==> config.mk <==
export PLATFORM = sky130hd
export DESIGN_NAME = pnpcr_registers
export DESIGN_NICKNAME = d
export VERILOG_FILES = /design/src/pnpcr_pkg.sv /design/src/pnpcr_buf2.sv /design/src/pnpcr_registers.sv
export SDC_FILE = /design/constraint.sdc
export NUM_CORES = 1
export LEC_CHECK = 0
export ABC_AREA = 1
export BUFFER_PORTS_ARGS = -buffer_cell sky130_fd_sc_hd__buf_2
export CORE_ASPECT_RATIO = 1.2
export CORE_MARGIN = 8
export CORE_UTILIZATION = 48
export CTS_CLUSTER_SIZE = 40
export DETAILED_ROUTE_END_ITERATION = 12
export GPL_TIMING_DRIVEN = 0
export PLACE_DENSITY = 0.85
export SLEW_MARGIN = 20
export SYNTH_ARGS = -nofsm -noshare
export SYNTH_HDL_FRONTEND = slang
export SYNTH_HIERARCHICAL = 1
export SYNTH_SLANG_ARGS = --single-unit
==> constraint.sdc <==
create_clock -name clk -period 2.1 [get_ports clk]
set_input_delay 0.21 -clock clk [delete_from_list [all_inputs] [get_ports clk]]
set_output_delay 0.21 -clock clk [all_outputs]
set_load 0.1 [all_outputs]
==> src/pnpcr_pkg.sv <==
// pnpcr_pkg: constants and carrier types for the plug and play register bank
// assumes: included before the modules that use it
package pnpcr_pkg;
  localparam logic [7:0]  IDX_RDPORT = 8'h00;
  localparam logic [7:0]  IDX_SERIAL = 8'h01;
  localparam logic [7:0]  IDX_CTRL   = 8'h02;
  localparam logic [7:0]  IDX_WAKE   = 8'h03;
  localparam logic [7:0]  IDX_RDATA  = 8'h04;
  localparam logic [7:0]  IDX_STATUS = 8'h05;
  localparam logic [7:0]  IDX_CSN    = 8'h06;
  localparam logic [7:0]  IDX_LDN    = 8'h07;
  localparam logic [7:0]  IDX_ACT    = 8'h30;
  localparam logic [7:0]  IDX_RCHK   = 8'h31;
  localparam logic [7:0]  IDX_ROMHI  = 8'h40;
  localparam logic [7:0]  IDX_ROMLO  = 8'h41;
  localparam logic [7:0]  IDX_MEMCTL = 8'h42;
  localparam logic [7:0]  IDX_IOHI   = 8'h60;
  localparam logic [7:0]  IDX_IOLO   = 8'h61;
  localparam logic [7:0]  IDX_IRQLV  = 8'h70;
  localparam logic [7:0]  IDX_IRQTY  = 8'h71;
  // isa port addresses of the index and write-data ports
  localparam logic [15:0] PORT_INDEX = 16'h0279;
  localparam logic [15:0] PORT_WDATA = 16'h0a79;
  localparam logic [1:0]  RDPORT_LOW = 2'h3;
  // writable masks of mixed registers
  localparam logic [7:0]  MASK_ROMHI = 8'h0d;
  localparam logic [7:0]  MASK_ROMLO = 8'hc0;
  localparam logic [7:0]  MASK_IOHI  = 8'h03;
  localparam logic [7:0]  MASK_IOLO  = 8'he0;
  localparam logic [7:0]  MASK_IRQLV = 8'h0f;
  localparam logic [7:0]  VAL_ZERO   = 8'h00;
  localparam logic [7:0]  VAL_IRQTY  = 8'h02;
  localparam logic [7:0]  VAL_CHK1   = 8'h55;
  localparam logic [7:0]  VAL_CHK0   = 8'haa;
  localparam int          BIT_RST    = 0;
  localparam int          BIT_WFK    = 1;
  localparam int          BIT_RCSN   = 2;
  localparam int          BIT_ACT    = 0;
  localparam int          BIT_CHKPAT = 0;
  localparam int          BIT_CHKEN  = 1;
  localparam int          KEY_LEN    = 32;
  localparam int          SERIAL_LEN = 72;

  typedef enum logic [1:0] {ST_WAIT_KEY, ST_SLEEP, ST_ISOLATE, ST_CONFIG} pnpcr_state_type;

  typedef struct packed {
    logic [15:0] addr;
    logic [7:0]  data;
  } pnpcr_bus_type;

  typedef struct packed {
    logic [7:0] romHi;
    logic [7:0] romLo;
    logic [7:0] ioHi;
    logic [7:0] ioLo;
    logic [7:0] irqLevel;
  } pnpcr_cfg_type;

  // initiation key value at step n: lfsr seeded with 6a
  function automatic logic [7:0] pnpcr_key_next(input logic [7:0] k);
    pnpcr_key_next = {k[1] ^ k[0], k[7:1]};
  endfunction
  localparam logic [7:0] KEY_SEED = 8'h6a;
endpackage

==> src/pnpcr_buf2.sv <==
// pnpcr_buf2: two-entry buffer with valid/ready on both sides
// assumes: single clock, async active-low reset
`timescale 1ns/1ps
module pnpcr_buf2 #(
  parameter int WIDTH = 8
) (
  // clock and reset
  input  wire logic             clk,
  input  wire logic             rst_b,
  // fill side
  input  wire logic             inValid,
  output logic                  inReady,
  input  wire logic [WIDTH-1:0] inData,
  // drain side
  output logic                  outValid,
  input  wire logic             outReady,
  output logic [WIDTH-1:0]      outData
);
  logic [WIDTH-1:0] mem_q [2];
  logic             wrPtr_q;
  logic             rdPtr_q;
  logic [1:0]       count_q;
  logic             push;
  logic             pop;

  assign inReady  = (count_q != 2'h2);
  assign outValid = (count_q != 2'h0);
  assign push     = inValid && inReady;
  assign pop      = outValid && outReady;
  assign outData  = mem_q[rdPtr_q];

  always_ff @(posedge clk or negedge rst_b) begin
    if (!rst_b) begin
      mem_q[0] <= '0;
      mem_q[1] <= '0;
    end else if (push) begin
      mem_q[wrPtr_q] <= inData;
    end
  end

  always_ff @(posedge clk or negedge rst_b) begin
    if (!rst_b) begin
      wrPtr_q <= 1'b0;
      rdPtr_q <= 1'b0;
      count_q <= 2'h0;
    end else begin
      if (push) wrPtr_q <= ~wrPtr_q;
      if (pop) rdPtr_q <= ~rdPtr_q;
      count_q <= count_q + {1'b0, push} - {1'b0, pop};
    end
  end
endmodule // pnpcr_buf2

==> src/pnpcr_registers.sv <==
// pnpcr_registers: plug and play card and logical device register bank
// assumes: isa cycles arrive as one-cycle strobes synchronous to clk;
// resource bytes stream in through a valid/ready port; serial id is a fixed input
//
// Contract
// - read port address from written byte
// - isolation read compares next serial bit
// - bit0 resets device config, keeps select
// - bit1 returns to wait-for-key state
// - bit2 clears select number and backup
// - control command bits self clear
// - wake moves matching sleeper onward
// - resource read returns next byte
// - status bit0 only when byte ready
// - logical device number reads zero
// - activate bit0 enables bus response
// - range check only while inactive
// - range check reads 55 or aa
// - rom high bits 23-20,17 fixed zero
// - rom low bits 13-8 fixed zero
// - memory control reads zero
// - io high bits 15-10 fixed zero
// - io low bits 4-0 fixed zero
// - irq level selects line, zero none
// - irq type reads constant 02
// - index port then data port accesses
// - undefined registers read zero
// - ports disabled until initiation key
`timescale 1ns/1ps
module pnpcr_registers
  import pnpcr_pkg::*;
#(
  parameter int SERIAL_BITS = SERIAL_LEN
) (
  // clock and reset
  input  wire logic                   clk,
  input  wire logic                   rst_b,
  // isa write cycle strobe
  input  wire logic                   isaWrite,
  input  wire pnpcr_bus_type          isaWrBus,
  // isa read cycle strobe
  input  wire logic                   isaRead,
  input  wire logic [15:0]            isaRdAddr,
  output logic                        isaRdDrive,
  output logic [7:0]                  isaRdData,
  // serial identifier and isolation bus level
  input  wire logic [SERIAL_BITS-1:0] serialId,
  input  wire logic                   isoLineIn,
  // resource byte stream
  input  wire logic                   resValid,
  output logic                        resReady,
  input  wire logic [7:0]             resData,
  // configuration outputs
  output logic                        deviceActive,
  output logic                        rangeCheckOn,
  output pnpcr_cfg_type               cfgOut,
  output logic [7:0]                  card_select_number,
  output logic [7:0]                  saved_select_number,
  output logic [9:0]                  readPortAddr,
  output pnpcr_state_type             cardState
);
  pnpcr_state_type state_q;
  logic [7:0]  index_q;
  logic [7:0]  rdPortHi_q;
  logic [7:0]  csn_q;
  logic [7:0]  csnSave_q;
  logic [7:0]  keyExp_q;
  logic [5:0]  keyCnt_q;
  logic        keyOk_q;
  logic [7:0]  serialPos_q;
  logic        active_q;
  logic [1:0]  rangeChk_q;
  pnpcr_cfg_type cfg_q;
  logic [7:0]  rdData_q;
  logic        rdDrive_q;
  logic        bufValid;
  logic [7:0]  bufData;
  logic        bufPop;
  logic        idxWr;
  logic        dataWr;
  logic        portRd;
  logic        cfgWr;
  logic        inCfg;
  logic        ioRd;
  logic [7:0]  wd;
  logic [15:0] ioBase;
  logic        cmdReset;
  logic        cmdWaitKey;
  logic        cmdClrCsn;
  logic        isoOwnBit;
  logic        isoDrop;

  assign wd     = isaWrBus.data;
  assign inCfg  = (state_q == ST_CONFIG);
  assign idxWr  = isaWrite && (isaWrBus.addr == PORT_INDEX);
  assign dataWr = isaWrite && (isaWrBus.addr == PORT_WDATA) && keyOk_q;
  // read port at bits 9:2, low bits one
  assign readPortAddr = {rdPortHi_q, RDPORT_LOW};
  assign portRd = isaRead && keyOk_q && (isaRdAddr[9:0] == readPortAddr) && (isaRdAddr[15:10] == 6'h00);
  // only config state writes config registers
  assign cfgWr  = dataWr && inCfg;
  assign ioBase = {cfg_q.ioHi, cfg_q.ioLo};
  assign ioRd   = isaRead && (isaRdAddr[15:5] == ioBase[15:5]);
  assign bufPop = portRd && inCfg && (index_q == IDX_RDATA);

  // one decode for the three command bits; all inputs as arguments so a net assign sees every change
  function automatic logic pnpcr_ctrl_cmd(input logic wr, input logic [7:0] idx, input logic [7:0] data,
                                          input int bitPos);
    pnpcr_ctrl_cmd = wr && (idx == IDX_CTRL) && data[bitPos];
  endfunction

  // command strobes live one cycle, nothing to clear afterwards
  assign cmdReset   = pnpcr_ctrl_cmd(cfgWr, index_q, wd, BIT_RST);
  assign cmdWaitKey = pnpcr_ctrl_cmd(dataWr, index_q, wd, BIT_WFK);
  assign cmdClrCsn  = pnpcr_ctrl_cmd(dataWr, index_q, wd, BIT_RCSN);
  // serial bit under test for the current read pair
  assign isoOwnBit  = serialId[serialPos_q[7:1]];
  // a zero bit loses to another card driving the line
  assign isoDrop    = portRd && (index_q == IDX_SERIAL) && serialPos_q[0] && !isoOwnBit && isoLineIn;

  // resource bytes wait here; a slow host stalls the producer, no byte lost
  pnpcr_buf2 #(
    .WIDTH(8)
  ) u_resBuf (
    .clk      (clk),
    .rst_b    (rst_b),
    .inValid  (resValid),
    .inReady  (resReady),
    .inData   (resData),
    .outValid (bufValid),
    .outReady (bufPop),
    .outData  (bufData)
  );

  // initiation key detector on index writes
  always_ff @(posedge clk or negedge rst_b) begin
    if (!rst_b) begin
      keyExp_q <= KEY_SEED;
      keyCnt_q <= 6'h00;
      keyOk_q  <= 1'b0;
    end else if (cmdWaitKey) begin
      keyOk_q  <= 1'b0;
      keyExp_q <= KEY_SEED;
      keyCnt_q <= 6'h00;
    end else if (idxWr && !keyOk_q) begin
      if (wd == keyExp_q) begin
        if (keyCnt_q == 6'(KEY_LEN - 1)) begin
          keyOk_q  <= 1'b1;
          keyExp_q <= KEY_SEED;
          keyCnt_q <= 6'h00;
        end else begin
          keyExp_q <= pnpcr_key_next(keyExp_q);
          keyCnt_q <= keyCnt_q + 6'h01;
        end
      end else begin
        // mismatch restarts; a seed value re-arms at step one
        keyExp_q <= (wd == KEY_SEED) ? pnpcr_key_next(KEY_SEED) : KEY_SEED;
        keyCnt_q <= (wd == KEY_SEED) ? 6'h01 : 6'h00;
      end
    end
  end

  always_ff @(posedge clk or negedge rst_b) begin
    if (!rst_b) begin
      index_q <= VAL_ZERO;
    end else if (idxWr && keyOk_q) begin
      index_q <= wd;
    end
  end

  // card state machine
  always_ff @(posedge clk or negedge rst_b) begin
    if (!rst_b) begin
      state_q <= ST_WAIT_KEY;
    end else begin
      case (state_q)
        ST_WAIT_KEY: begin
          if (idxWr && !keyOk_q && (keyCnt_q == 6'(KEY_LEN - 1)) && (wd == keyExp_q)) state_q <= ST_SLEEP;
        end
        ST_SLEEP: begin
          if (dataWr && (index_q == IDX_WAKE) && (wd == csn_q))
            state_q <= (wd == VAL_ZERO) ? ST_ISOLATE : ST_CONFIG;
        end
        ST_ISOLATE: begin
          if (dataWr && (index_q == IDX_CSN)) state_q <= ST_CONFIG;
          else if (dataWr && (index_q == IDX_WAKE) && (wd != csn_q)) state_q <= ST_SLEEP;
          else if (isoDrop) state_q <= ST_SLEEP;
        end
        ST_CONFIG: begin
          if (dataWr && (index_q == IDX_WAKE) && (wd != csn_q)) state_q <= ST_SLEEP;
        end
        default: state_q <= ST_WAIT_KEY;
      endcase
      if (cmdWaitKey) state_q <= ST_WAIT_KEY;
    end
  end

  // each isolation read steps the serial pair position
  always_ff @(posedge clk or negedge rst_b) begin
    if (!rst_b) begin
      serialPos_q <= VAL_ZERO;
    end else if (state_q != ST_ISOLATE) begin
      serialPos_q <= VAL_ZERO;
    end else if (portRd && (index_q == IDX_SERIAL)) begin
      serialPos_q <= (serialPos_q == 8'(2 * SERIAL_BITS - 1)) ? VAL_ZERO : serialPos_q + 8'h01;
    end
  end

  // select number and backup
  always_ff @(posedge clk or negedge rst_b) begin
    if (!rst_b) begin
      csn_q     <= VAL_ZERO;
      csnSave_q <= VAL_ZERO;
    end else if (cmdClrCsn) begin
      csn_q     <= VAL_ZERO;
      csnSave_q <= VAL_ZERO;
    end else if (dataWr && (index_q == IDX_CSN) && (inCfg || state_q == ST_ISOLATE)) begin
      csn_q     <= wd;
      csnSave_q <= wd;
    end
  end

  // read port relocation, config or isolation only
  always_ff @(posedge clk or negedge rst_b) begin
    if (!rst_b) begin
      rdPortHi_q <= VAL_ZERO;
    end else if (dataWr && (inCfg || state_q == ST_ISOLATE) && (index_q == IDX_RDPORT)) begin
      rdPortHi_q <= wd;
    end
  end

  // activate bit, cleared by the reset command
  always_ff @(posedge clk or negedge rst_b) begin
    if (!rst_b) begin
      active_q <= 1'b0;
    end else if (cmdReset) begin
      active_q <= 1'b0;
    end else if (cfgWr && (index_q == IDX_ACT)) begin
      active_q <= wd[BIT_ACT];
    end
  end

  // range check enable and pattern bits
  always_ff @(posedge clk or negedge rst_b) begin
    if (!rst_b) begin
      rangeChk_q <= 2'h0;
    end else if (cmdReset) begin
      rangeChk_q <= 2'h0;
    end else if (cfgWr && (index_q == IDX_RCHK)) begin
      rangeChk_q <= wd[1:0];
    end
  end

  always_ff @(posedge clk or negedge rst_b) begin
    if (!rst_b) begin
      cfg_q <= '0;
    end else if (cmdReset) begin
      cfg_q <= '0;
    end else if (cfgWr) begin
      case (index_q)
        IDX_ROMHI: cfg_q.romHi <= wd & MASK_ROMHI;
        IDX_ROMLO: cfg_q.romLo <= wd & MASK_ROMLO;
        IDX_IOHI:  cfg_q.ioHi <= wd & MASK_IOHI;
        IDX_IOLO:  cfg_q.ioLo <= wd & MASK_IOLO;
        IDX_IRQLV: cfg_q.irqLevel <= wd & MASK_IRQLV;
        // fixed and unknown indices ignore writes
        default:   cfg_q <= cfg_q;
      endcase
    end
  end

  // read data mux
  function automatic logic [7:0] pnpcr_reg_read(input logic [7:0] idx, input logic isoBit);
    case (idx)
      IDX_SERIAL: pnpcr_reg_read = isoBit ? VAL_CHK1 : VAL_CHK0;
      IDX_RDATA:  pnpcr_reg_read = bufData;
      IDX_STATUS: pnpcr_reg_read = {7'h00, bufValid};
      IDX_CSN:    pnpcr_reg_read = csn_q;
      IDX_LDN:    pnpcr_reg_read = VAL_ZERO;
      IDX_ACT:    pnpcr_reg_read = {7'h00, active_q};
      IDX_RCHK:   pnpcr_reg_read = {6'h00, rangeChk_q};
      IDX_ROMHI:  pnpcr_reg_read = cfg_q.romHi;
      IDX_ROMLO:  pnpcr_reg_read = cfg_q.romLo;
      IDX_MEMCTL: pnpcr_reg_read = VAL_ZERO;
      IDX_IOHI:   pnpcr_reg_read = cfg_q.ioHi;
      IDX_IOLO:   pnpcr_reg_read = cfg_q.ioLo;
      IDX_IRQLV:  pnpcr_reg_read = cfg_q.irqLevel;
      IDX_IRQTY:  pnpcr_reg_read = VAL_IRQTY;
      default:    pnpcr_reg_read = VAL_ZERO;
    endcase
  endfunction

  // registered read answer, one cycle after the read strobe
  always_ff @(posedge clk or negedge rst_b) begin
    if (!rst_b) begin
      rdData_q  <= VAL_ZERO;
      rdDrive_q <= 1'b0;
    end else if (portRd && inCfg) begin
      rdData_q  <= pnpcr_reg_read(index_q, 1'b0);
      rdDrive_q <= 1'b1;
    end else if (portRd && (state_q == ST_ISOLATE) && (index_q == IDX_SERIAL)) begin
      // isolation pairs: 55 then aa for a one bit, wired-and line seen otherwise
      rdData_q  <= (isoOwnBit ? (serialPos_q[0] ? VAL_CHK0 : VAL_CHK1) : VAL_ZERO);
      rdDrive_q <= isoOwnBit;
    end else if (ioRd && rangeChk_q[BIT_CHKEN] && !active_q) begin
      rdData_q  <= rangeChk_q[BIT_CHKPAT] ? VAL_CHK1 : VAL_CHK0;
      rdDrive_q <= 1'b1;
    end else begin
      rdDrive_q <= 1'b0;
    end
  end

  // commands act once; no stored command bits
  assign isaRdDrive          = rdDrive_q;
  assign isaRdData           = rdData_q;
  assign deviceActive        = active_q;
  assign rangeCheckOn        = rangeChk_q[BIT_CHKEN] && !active_q;
  assign cfgOut              = cfg_q;
  assign card_select_number  = csn_q;
  assign saved_select_number = csnSave_q;
  assign cardState           = state_q;
endmodule // pnpcr_registers

==> out/results.ini, run 1 <==
[yosys]
yosysUniqueCellTypes = 47
yosysWarningCount = 6
syn_inst = 981
syn-cell-area_um2 = 6700
synth-seq-area-share = 0.355
ys_seq_elements = 95
synthArstFlopShare = 1.00
ys.flop_type = dfrtp_1
syn_area_per_cell_um2 = 6.83
synth_edf_count = 0

[timing]
fin_ws_ns = -0.225
whs_ns = 0.119
rsz0062_at_grt = yes
relSlewSlack = 0.649
setup_viol = 14
worst_pin_slew_ns = 0.526
maxSlewViolCount = 0
finClkSkew_ns = 0.00693
post-route-min-period_ns = 2.32
max_freq_ghz = 0.430
min_period_over_period = 1.11
hold_viol = 0

[final_layout]
stdcell_area_um2 = 8760
antennaDiodeCount = 0
final_layout_size_suffix_gt1_frac = 0.312
fillers = 1198
layout_common_cells = 262 x nand2_1, 182 x buf_2, 111 x inv_1
utilization = 0.639
finalNetCount = 1350
syn2layout_area_growth_pct = 30.7
final_common_cell = nand2_1

[clock_tree]
cts_root_buf = clkbuf_16
cts_buffers = 9
clkTransAtPathRegs_ns = 0.07
numClockSinks = 95
clock_path_buffers = 2
clk_latency_ns = 0.35
htreeDepth = 3
cts_tree = done

[routing]
vias_per_cell = 5.30
drt-total-wl_um = 21300
routed-via-count = 7386
wl_per_cell_um = 15.3
first_pass_iters = 6
drc = 0
drtIter0Drc = 533
ant_nets = 0

[run_status]
failed_checks = setup timing
status = finished, violations left

[setup_path]
start_kind = flip-flop
end_kind = flip-flop
worstPathMaxFanout = 3
crit_required_ns = 2.34
criticalPathCategory = flip-flop to flip-flop
rrSetupSlack_ns = -0.22
worstPathArrival_ns = 2.57

[placed_design]
placed_cell_area_um2 = 8000
gp_congestion = 0.951
numPortBuffers = 176
hpwl_um = 16400

[floorplan]
die_area_um2 = 18000
die_w_um = 124
chipHeight_um = 145
core.rowCount = 47
core_um2 = 13700
start_util = 0.489
io_pins = 206

[global_route]
grt_pass1_vias = 6993
grt_pass1_wl_um = 33500
antenna_found_initial = 0
track_usage = 0.227
overflow = 0
grt_max_degree = 68

[power]
finalPower_w = 0.00408
power.density_nw_per_um2 = 465
vdd_drop_max_v = 0.000425
leakage_nw = 4.63

[flow_run]
maxCapViolCount = 0

[hold_path]
min_path_type = primary input to flip-flop

Yosys cell counts, types with 5 or more instances:
library cell,number,area [um2]
buf_2,15,75.1
o21ai_0,47,235
xnor2_1,7,61.3
nand2_1,273,1020
xor2_1,12,105
nor2_2,9,56.3
buf_4,42,315
nor4_1,9,56.3
inv_2,9,33.8
a221oi_1,5,43.8
o22ai_1,11,68.8
nor2_1,97,364
nand3_1,89,445
a21oi_1,38,190
or2_2,5,31.3
nand4_1,29,181
inv_1,115,432
dfrtp_1,91,2280
o211ai_1,6,45.0
nor3_1,13,65.1
ha_1,7,87.6
layout make-up:
cell class                 instances  area (um2)  share of cell area
multi-input combinational        723        3800               0.434
sequential                        95        2420               0.276
timing repair buffer             197        1070               0.122
inverter                         128         490              0.0560
buffer                            62         460              0.0526
clock buffer                       9         225              0.0257
tap                              171         214              0.0244
clock inverter                     7        72.6             0.00828
timing repair inverter             1        7.51            0.000857
state kept, by name, summed over array words and instances (netlist names):
signal / cells
cardState: 2
cfgOut: 14
deviceActive: 1
index_q: 8
isaRdData: 8
isaRdDrive: 1
keyCnt_q: 6
keyExp_q: 8
keyOk_q: 1
rangeChk_q: 2
rdPortHi_q: 8
saved_select_number: 8
serialPos_q: 8
u_resBuf/count_q: 2
u_resBuf/mem_q: 16
u_resBuf/rdPtr_q: 1
u_resBuf/wrPtr_q: 1
where the power goes:
| group | internal [W] | switching [W] | leakage (nW) |
|---|---|---|---|
| registers | 0.00183 | 0.0000000787 | 1.19 |
| logic | 0.000181 | 0.000406 | 3.30 |
| clock network | 0.000925 | 0.000736 | 0.142 |
worst paths after layout:
path,start,to,cells past startpoint
worst max-delay path,rdPortHi_q[2],u_resBuf/count_q[1],15
worst min-delay path,resData[7],u_resBuf/mem_q[7],3
worst max register to register,rdPortHi_q[2],u_resBuf/count_q[1],15
worst min register to register,u_resBuf/mem_q[12],u_resBuf/mem_q[12],2
max in group asynchronous,rst_b,keyExp_q[6],3
min in group asynchronous,rst_b,u_resBuf/count_q[0],2
metal layers:
layer	vias up	routed length [um]	part of all wire	global-route usage
li1	3594	-	-	-
met1	3442	8010	0.38	0.258
met2	287	10700	0.50	0.398
met3	63	1850	0.087	0.0493
met4	0	805	0.038	0.0887
met5	-	0	0	0
cells by family (layout without fill, tap and decap cells):
| group | after synthesis | after routing | share of synthesized area |
|---|---|---|---|
| adders and majority gates | 7 | 7 | 0.0131 |
| xor gates and xnor gates | 19 | 19 | 0.0248 |
| and+or+nand+nor | 540 | 541 | 0.356 |
| other | 2 | 28 | 0.00112 |
| AOI/OAI and AO/OA | 126 | 126 | 0.112 |
| buffers and inverters | 190 | 404 | 0.134 |
| muxes | 2 | 2 | 0.00336 |
| DFF | 95 | 95 | 0.355 |
worst max-delay path, cell delays in order, from the launching register on:
cell     delay [ns]
dfrtp_4        0.52
xnor2_4        0.17
inv_2          0.06
nor4_4         0.33
nand3_2        0.18
nor2_4         0.22
inv_2          0.06
nor2_4         0.12
nand2_2        0.07
nand2_2        0.08
ha_4           0.14
inv_1          0.04
nand2_1        0.06
nand2_2        0.06
nand3_1        0.06
nand2_1        0.05
repair_timing:
action / 4_1_cts / 5_1_grt
pin swaps: 5 / 21
hold buffers: 1 / 0
cloned: 0 / 2
buffers inserted: 2 / 17
resized for setup: 25 / 61
endpoints found under the hold margin: 28 / 0
setup endpoints to repair: 22 / 35
metrics by stage:
stage / cells / TNS (ns) / worst slack (ns)
after floorplan: 1007 / -0.150 / -0.150
after global placement: 1354 / -16.75 / -0.528
after detailed placement: 1355 / -2.87 / -0.575
after CTS: 1374 / -0.180 / -0.180
after global routing: 1393 / -2.63 / -0.343
final: 1393 / -0.873 / -0.225
No activity file was read; power rests on OpenSTA's default activity.
==> run 2: changes to the inputs <==
--- a/config.mk
+++ b/config.mk
@@ -19,3 +19,4 @@
 export SYNTH_HDL_FRONTEND = slang
 export SYNTH_HIERARCHICAL = 1
 export SYNTH_SLANG_ARGS = --single-unit
+export TNS_END_PERCENT = 50
==> run 2 against run 1 <==
Net effect:
- the flow still finishes with violations (setup timing)
- critical endpoint unchanged
- largest power group unchanged
- largest cell class unchanged
- worst setup slack worse by 0.00093 ns
- utilization down 0.26 points
- non-clock buffer count is 2 lower
==> out/results.ini, run 2 (synthesized netlist as in run 1, its figures left out) <==
[placed_design]
gp_congestion = 0.951  ; unchanged
hpwl_um = 16400  ; unchanged
numPortBuffers = 176  ; unchanged

[floorplan]
die_area_um2 = 18000  ; unchanged
core.rowCount = 47  ; unchanged
die_w_um = 124  ; unchanged
io_pins = 206  ; unchanged
core_um2 = 13700  ; unchanged
chipHeight_um = 145  ; unchanged
start_util = 0.489  ; unchanged

[hold_path]
min_path_type = primary input to flip-flop
min_from = resData[7]

[final_layout]
top_register = u_resBuf/mem_q
final_common_cell = nand2_1
finalNetCount = 1348  ; -0.15%
antennaDiodeCount = 0  ; unchanged
final_layout_size_suffix_gt1_frac = 0.309  ; -0.00277
utilization = 0.637  ; -0.00256
layout_common_cells = 262 x nand2_1, 183 x buf_2, 111 x inv_1
largest_reg_flops = 16  ; unchanged
fillers = 1209  ; +0.92%
syn2layout_area_growth_pct = 30.2

[timing]
max_freq_ghz = 0.430  ; about the same
rsz0062_at_grt = yes
hold_viol = 0  ; unchanged
setup_viol = 9  ; -5
worst_pin_slew_ns = 0.539  ; +0.0130 ns
finClkSkew_ns = 0.00576  ; -0.00117 ns
fin_ws_ns = -0.226  ; -0.000930 ns
relSlewSlack = 0.641  ; -0.00868
min_period_over_period = 1.11  ; about the same
post-route-min-period_ns = 2.33  ; +0.000930 ns
maxSlewViolCount = 0  ; unchanged

[setup_path]
path_common_cell = nand2_2
cpPeakStageDelay_ns = 0.53  ; about the same
cp_num_buf_inv = 3  ; unchanged
start_kind = flip-flop
critical_path_depth = 15  ; unchanged
crit_slowest_cell = dfrtp_4
worstPathArrival_ns = 2.57  ; about the same
crit_required_ns = 2.35  ; about the same
crit_path_start = rdPortHi_q[2]
rrSetupSlack_ns = -0.23  ; about the same
reg2regPathDepth = 15  ; unchanged
r2r-end = u_resBuf/count_q[1]
crit_family = simple AND/OR/NAND/NOR gates
worstSetupEndpoint = u_resBuf/count_q[1]
worstPathCellList = xnor2_4 > inv_2 > nor4_4 > nand3_2 > nor2_4 > inv_2 > nor2_4 > nand2_2 > nand2_2 > ha_4 > inv_1 > nand2_1 > nand2_2 > nand3_1 > nand2_1
end_kind = flip-flop
worstPathMaxFanout = 3  ; unchanged
criticalPathCategory = flip-flop to flip-flop
worst_r2r_startpoint = rdPortHi_q[2]

[clock_tree]
cts_root_buf = clkbuf_16
cts_tree = done
clock_path_buffers = 2  ; unchanged
htreeDepth = 3  ; unchanged
numClockSinks = 95  ; unchanged
cts_buffers = 9  ; unchanged
clkTransAtPathRegs_ns = 0.07  ; about the same
clk_latency_ns = 0.35  ; about the same

[routing]
first_pass_iters = 5  ; -1
vias_per_cell = 5.26  ; -0.71%
drc = 0  ; unchanged
drt-total-wl_um = 21300  ; -0.16%
drtIter0Drc = 542  ; +1.7%
ant_nets = 0  ; unchanged
wl_per_cell_um = 15.3  ; about the same
routed-via-count = 7323  ; -0.85%

[global_route]
track_usage = 0.227  ; about the same
grt_pass1_vias = 6984  ; -0.13%
overflow = 0  ; unchanged
antenna_found_initial = 0  ; unchanged
grt_pass1_wl_um = 33400  ; about the same
grt_max_degree = 68  ; unchanged

[power]
leakage_nw = 4.60  ; -0.49%
power.density_nw_per_um2 = 467  ; +0.28%
finalPower_w = 0.00407  ; -0.13%
vdd_drop_max_v = 0.000427  ; +0.41%

[run_status]
failed_checks = setup timing
status = finished, violations left

[flow_run]
maxCapViolCount = 0  ; unchanged

-- run 2: cell types whose count changed in the layout (fill, tap and decap cells not counted), moves of 2 or more --
cell / delta
buf_4: -3
buf_6: -2
dfrtp_1: -2
dfrtp_2: +2
mux2_1: +2
mux2_4: -2
-- run 2: what timing repair did --
action	CTS	global route
hold endpoints to repair	28	0
cloned	0	2
pin swaps	4	21
setup endpoints to repair	22	35
hold buffers	1	0
gates resized for setup	21	54
buffers inserted	2	16
-- run 2: tightest hold or removal path, stage by stage --
cell and delay (ns):
buf_2 0.10, nand4_1 0.07, nand2_1 0.05
-- run 2: how the worst min path moves through the flow --
stage,to,slack (ns),cells after the start
finish,u_resBuf/mem_q[7],0.12,3
global route,u_resBuf/mem_q[7],0.13,3
CTS,u_resBuf/mem_q[7],0.12,3
detailed placement,u_resBuf/count_q[0],0.1,1
global placement,u_resBuf/mem_q[3],0.45,2
floorplan,cardState[0],-0.09,0
-- run 2: report_power, final --
part | internal (W) | total [W] | switching [W]
Sequential | 0.00183 | 0.00183 | 0.0000000797
Clock | 0.000925 | 0.00166 | 0.000732
Combinational | 0.000180 | 0.000586 | 0.000406
-- run 2: stage by stage --
stage	cells	setup slack, ns	TNS, ns	hold slack (ns)	instance area, um2
after floorplan	1007	-0.150	-0.150	-0.0856	6870
after global placement	1354	-0.528	-16.75	0.454	7960
after detailed placement	1355	-0.575	-2.87	0.0996	8000
after CTS	1374	-0.180	-0.185	0.117	8420
after global routing	1391	-0.339	-1.76	0.130	8730
final	1391	-0.226	-0.362	0.119	8730
-- run 2: routing by layer --
layer / track usage / wire, um / part of all wire / up-vias
met5: 0 / 0 / 0 / -
met4: 0.0887 / 642 / 0.030 / 0
met3: 0.0493 / 1920 / 0.090 / 49
met2: 0.397 / 10800 / 0.51 / 327
met1: 0.258 / 7910 / 0.37 / 3352
li1: - / - / - / 3595
-- run 2: cell type report --
class	instances	area [um2]	share of cell area
repair buffers	196	1070	0.123
flip-flops and latches	95	2420	0.278
inverters	128	487	0.0558
clock buffers	9	225	0.0258
multi-input cells	723	3780	0.433
clock inverters	7	72.6	0.00832
repair inverters	1	7.51	0.000860
well taps	171	214	0.0245
plain buffers	61	447	0.0512
==> run 3: changes to the inputs <==
--- a/config.mk
+++ b/config.mk
@@ -13,7 +13,7 @@
 export CTS_CLUSTER_SIZE = 40
 export DETAILED_ROUTE_END_ITERATION = 12
 export GPL_TIMING_DRIVEN = 0
-export PLACE_DENSITY = 0.85
+export PLACE_DENSITY_LB_ADDON = 0.1
 export SLEW_MARGIN = 20
 export SYNTH_ARGS = -nofsm -noshare
 export SYNTH_HDL_FRONTEND = slang
==> run 3 against run 2 <==
Net effect:
- the run still ends with setup timing left
- global-route usage about the same
- first-iteration DRC count decreased by 23%
- critical path depth unchanged
- wire length increased by 0.39%
- largest cell class unchanged
==> out/results.ini, run 3 (synthesized netlist as in run 1, its figures left out) <==
[run_status]
status = finished, violations left
failed_checks = setup timing

[routing]
vias_per_cell = 5.14  ; -2.3%
drt-total-wl_um = 21400  ; +0.39%
drtIter0Drc = 415  ; -23%
first_pass_iters = 6  ; +1
ant_nets = 0  ; unchanged
wl_per_cell_um = 15.4  ; +0.53%
routed-via-count = 7145  ; -2.4%
drc = 0  ; unchanged

[hold_path]
whs_endpoint = u_resBuf/mem_q[12]
min_path_type = primary input to flip-flop
whs_path_depth = 3  ; unchanged
min_from = resData[4]

[clock_tree]
htreeDepth = 3  ; unchanged
cts_buffers = 9  ; unchanged
clkTransAtPathRegs_ns = 0.07  ; about the same
clk_latency_ns = 0.35  ; about the same
numClockSinks = 95  ; unchanged
cts_root_buf = clkbuf_16
cts_tree = done
clock_path_buffers = 2  ; unchanged

[timing]
hold_viol = 0  ; unchanged
setup_viol = 10  ; +1
rsz0062_at_grt = yes
finalSetupTns_ns = -0.693  ; -0.330 ns
post-route-min-period_ns = 2.38  ; +0.0515 ns
fin_ws_ns = -0.277  ; -0.0515 ns
max_freq_ghz = 0.421  ; -2.2%
min_period_over_period = 1.13  ; +0.0245
relSlewSlack = 0.569  ; -0.0723
finClkSkew_ns = 0.00577  ; +0.00000555 ns
worst_pin_slew_ns = 0.647  ; +0.108 ns
maxSlewViolCount = 0  ; unchanged

[power]
power.density_nw_per_um2 = 469  ; +0.51%
leakage_nw = 4.60  ; -0.17%
vdd_drop_max_v = 0.000350  ; -18%

[setup_path]
worst_r2r_startpoint = rdPortHi_q[4]
crit_required_ns = 2.34  ; about the same
criticalPathCategory = flip-flop to flip-flop
end_kind = flip-flop
r2r-end = u_resBuf/count_q[1]
rrSetupSlack_ns = -0.28  ; -0.05 ns
worstPathArrival_ns = 2.62  ; +0.05 ns
start_kind = flip-flop
worstPathMaxFanout = 3  ; unchanged
reg2regPathDepth = 15  ; unchanged

[floorplan]
core_um2 = 13700  ; unchanged
die_area_um2 = 18000  ; unchanged
chipHeight_um = 145  ; unchanged
die_w_um = 124  ; unchanged
core.rowCount = 47  ; unchanged
io_pins = 206  ; unchanged
start_util = 0.489  ; unchanged

[final_layout]
antennaDiodeCount = 0  ; unchanged
syn2layout_area_growth_pct = 30.2  ; unchanged
top_register = u_resBuf/mem_q
utilization = 0.637  ; unchanged
final_layout_size_suffix_gt1_frac = 0.310  ; +0.00133
fillers = 1308  ; +8.2%
largest_reg_flops = 16  ; unchanged
final_common_cell = nand2_1
layout_common_cells = 261 x nand2_1, 182 x buf_2, 111 x inv_1
finalNetCount = 1346  ; -0.15%

[global_route]
grt_pass1_wl_um = 33100  ; -1.2%
overflow = 0  ; unchanged
grt_max_degree = 58  ; -15%
track_usage = 0.227  ; about the same
grt_pass1_vias = 6644  ; -4.9%
antenna_found_initial = 0  ; unchanged

[placed_design]
numPortBuffers = 176  ; unchanged
gp_congestion = 0.941  ; -1.0%
hpwl_um = 16800  ; +2.6%

[flow_run]
maxCapViolCount = 0  ; unchanged

==> run 3: worst max-delay path, stage by stage, from the launching register on <==
cell     delay (ns)
dfrtp_4        0.52
xnor2_4        0.19
nand3_2        0.11
nor4_4         0.31
nand3_2        0.18
nor2_4         0.21
o21ai_2        0.09
nand3_1        0.10
nand2_2        0.07
ha_4           0.16
inv_2          0.05
nand2_2        0.05
nand2_2        0.08
inv_1          0.05
nand2_1        0.05
nand2_1        0.05
==> run 3: worst max-delay path by stage <==
stage	endpoint	from	slack [ns]
after floorplan	u_resBuf/count_q[1]	rdPortHi_q[4]	-0.15
after global placement	u_resBuf/count_q[1]	keyOk_q	-0.48
after detailed placement	u_resBuf/count_q[1]	keyOk_q	-0.54
after CTS	u_resBuf/count_q[1]	rdPortHi_q[5]	-0.22
after global routing	u_resBuf/count_q[1]	rdPortHi_q[4]	-0.37
final	u_resBuf/count_q[1]	rdPortHi_q[4]	-0.28
==> run 3: final cells by class <==
class | count | area (um2) | share of cell area
Buffer | 62 | 457 | 0.0523
Clock buffer | 11 | 243 | 0.0278
Multi-Input combinational cell | 723 | 3800 | 0.435
Timing Repair inverter | 1 | 7.51 | 0.000860
Clock inverter | 5 | 56.3 | 0.00645
Sequential cell | 95 | 2420 | 0.277
Tap cell | 171 | 214 | 0.0245
Inverter | 128 | 488 | 0.0559
Timing Repair Buffer | 193 | 1040 | 0.119
==> run 3: stage by stage <==
stage / hold slack [ns] / setup slack, ns / instance area (um2) / total power, W / std cells
2_1_floorplan: -0.0856 / -0.150 / 6870 / 0.00223 / 1007
3_3_place_gp: 0.455 / -0.478 / 7960 / 0.00243 / 1354
3_5_place_dp: 0.137 / -0.536 / 8000 / 0.00244 / 1355
4_1_cts: 0.112 / -0.224 / 8390 / 0.00410 / 1375
5_1_grt: 0.122 / -0.374 / 8730 / 0.00422 / 1389
6_report: 0.124 / -0.277 / 8730 / 0.00409 / 1389
==> run 3: power breakdown <==
group	internal [W]	total, W	switching [W]
clock network	0.000957	0.00168	0.000722
registers	0.00183	0.00183	0.0000000813
logic	0.000179	0.000585	0.000406
==> run 3: layer usage <==
metal,GRT usage,wire length [um],vias to the layer above
met5,0,0,-
met4,0.0748,420,0
met3,0.0474,1760,36
met2,0.389,10600,255
met1,0.272,8540,3247
li1,-,-,3607
==> run 3: repair_timing <==
item / in CTS / in global routing
pin swaps: 6 / 25
resized for setup: 15 / 72
gates cloned: 0 / 2
hold endpoints to repair: 38 / 0
setup buffers: 3 / 12
hold buffers: 1 / 0
endpoints found under the setup margin: 23 / 46
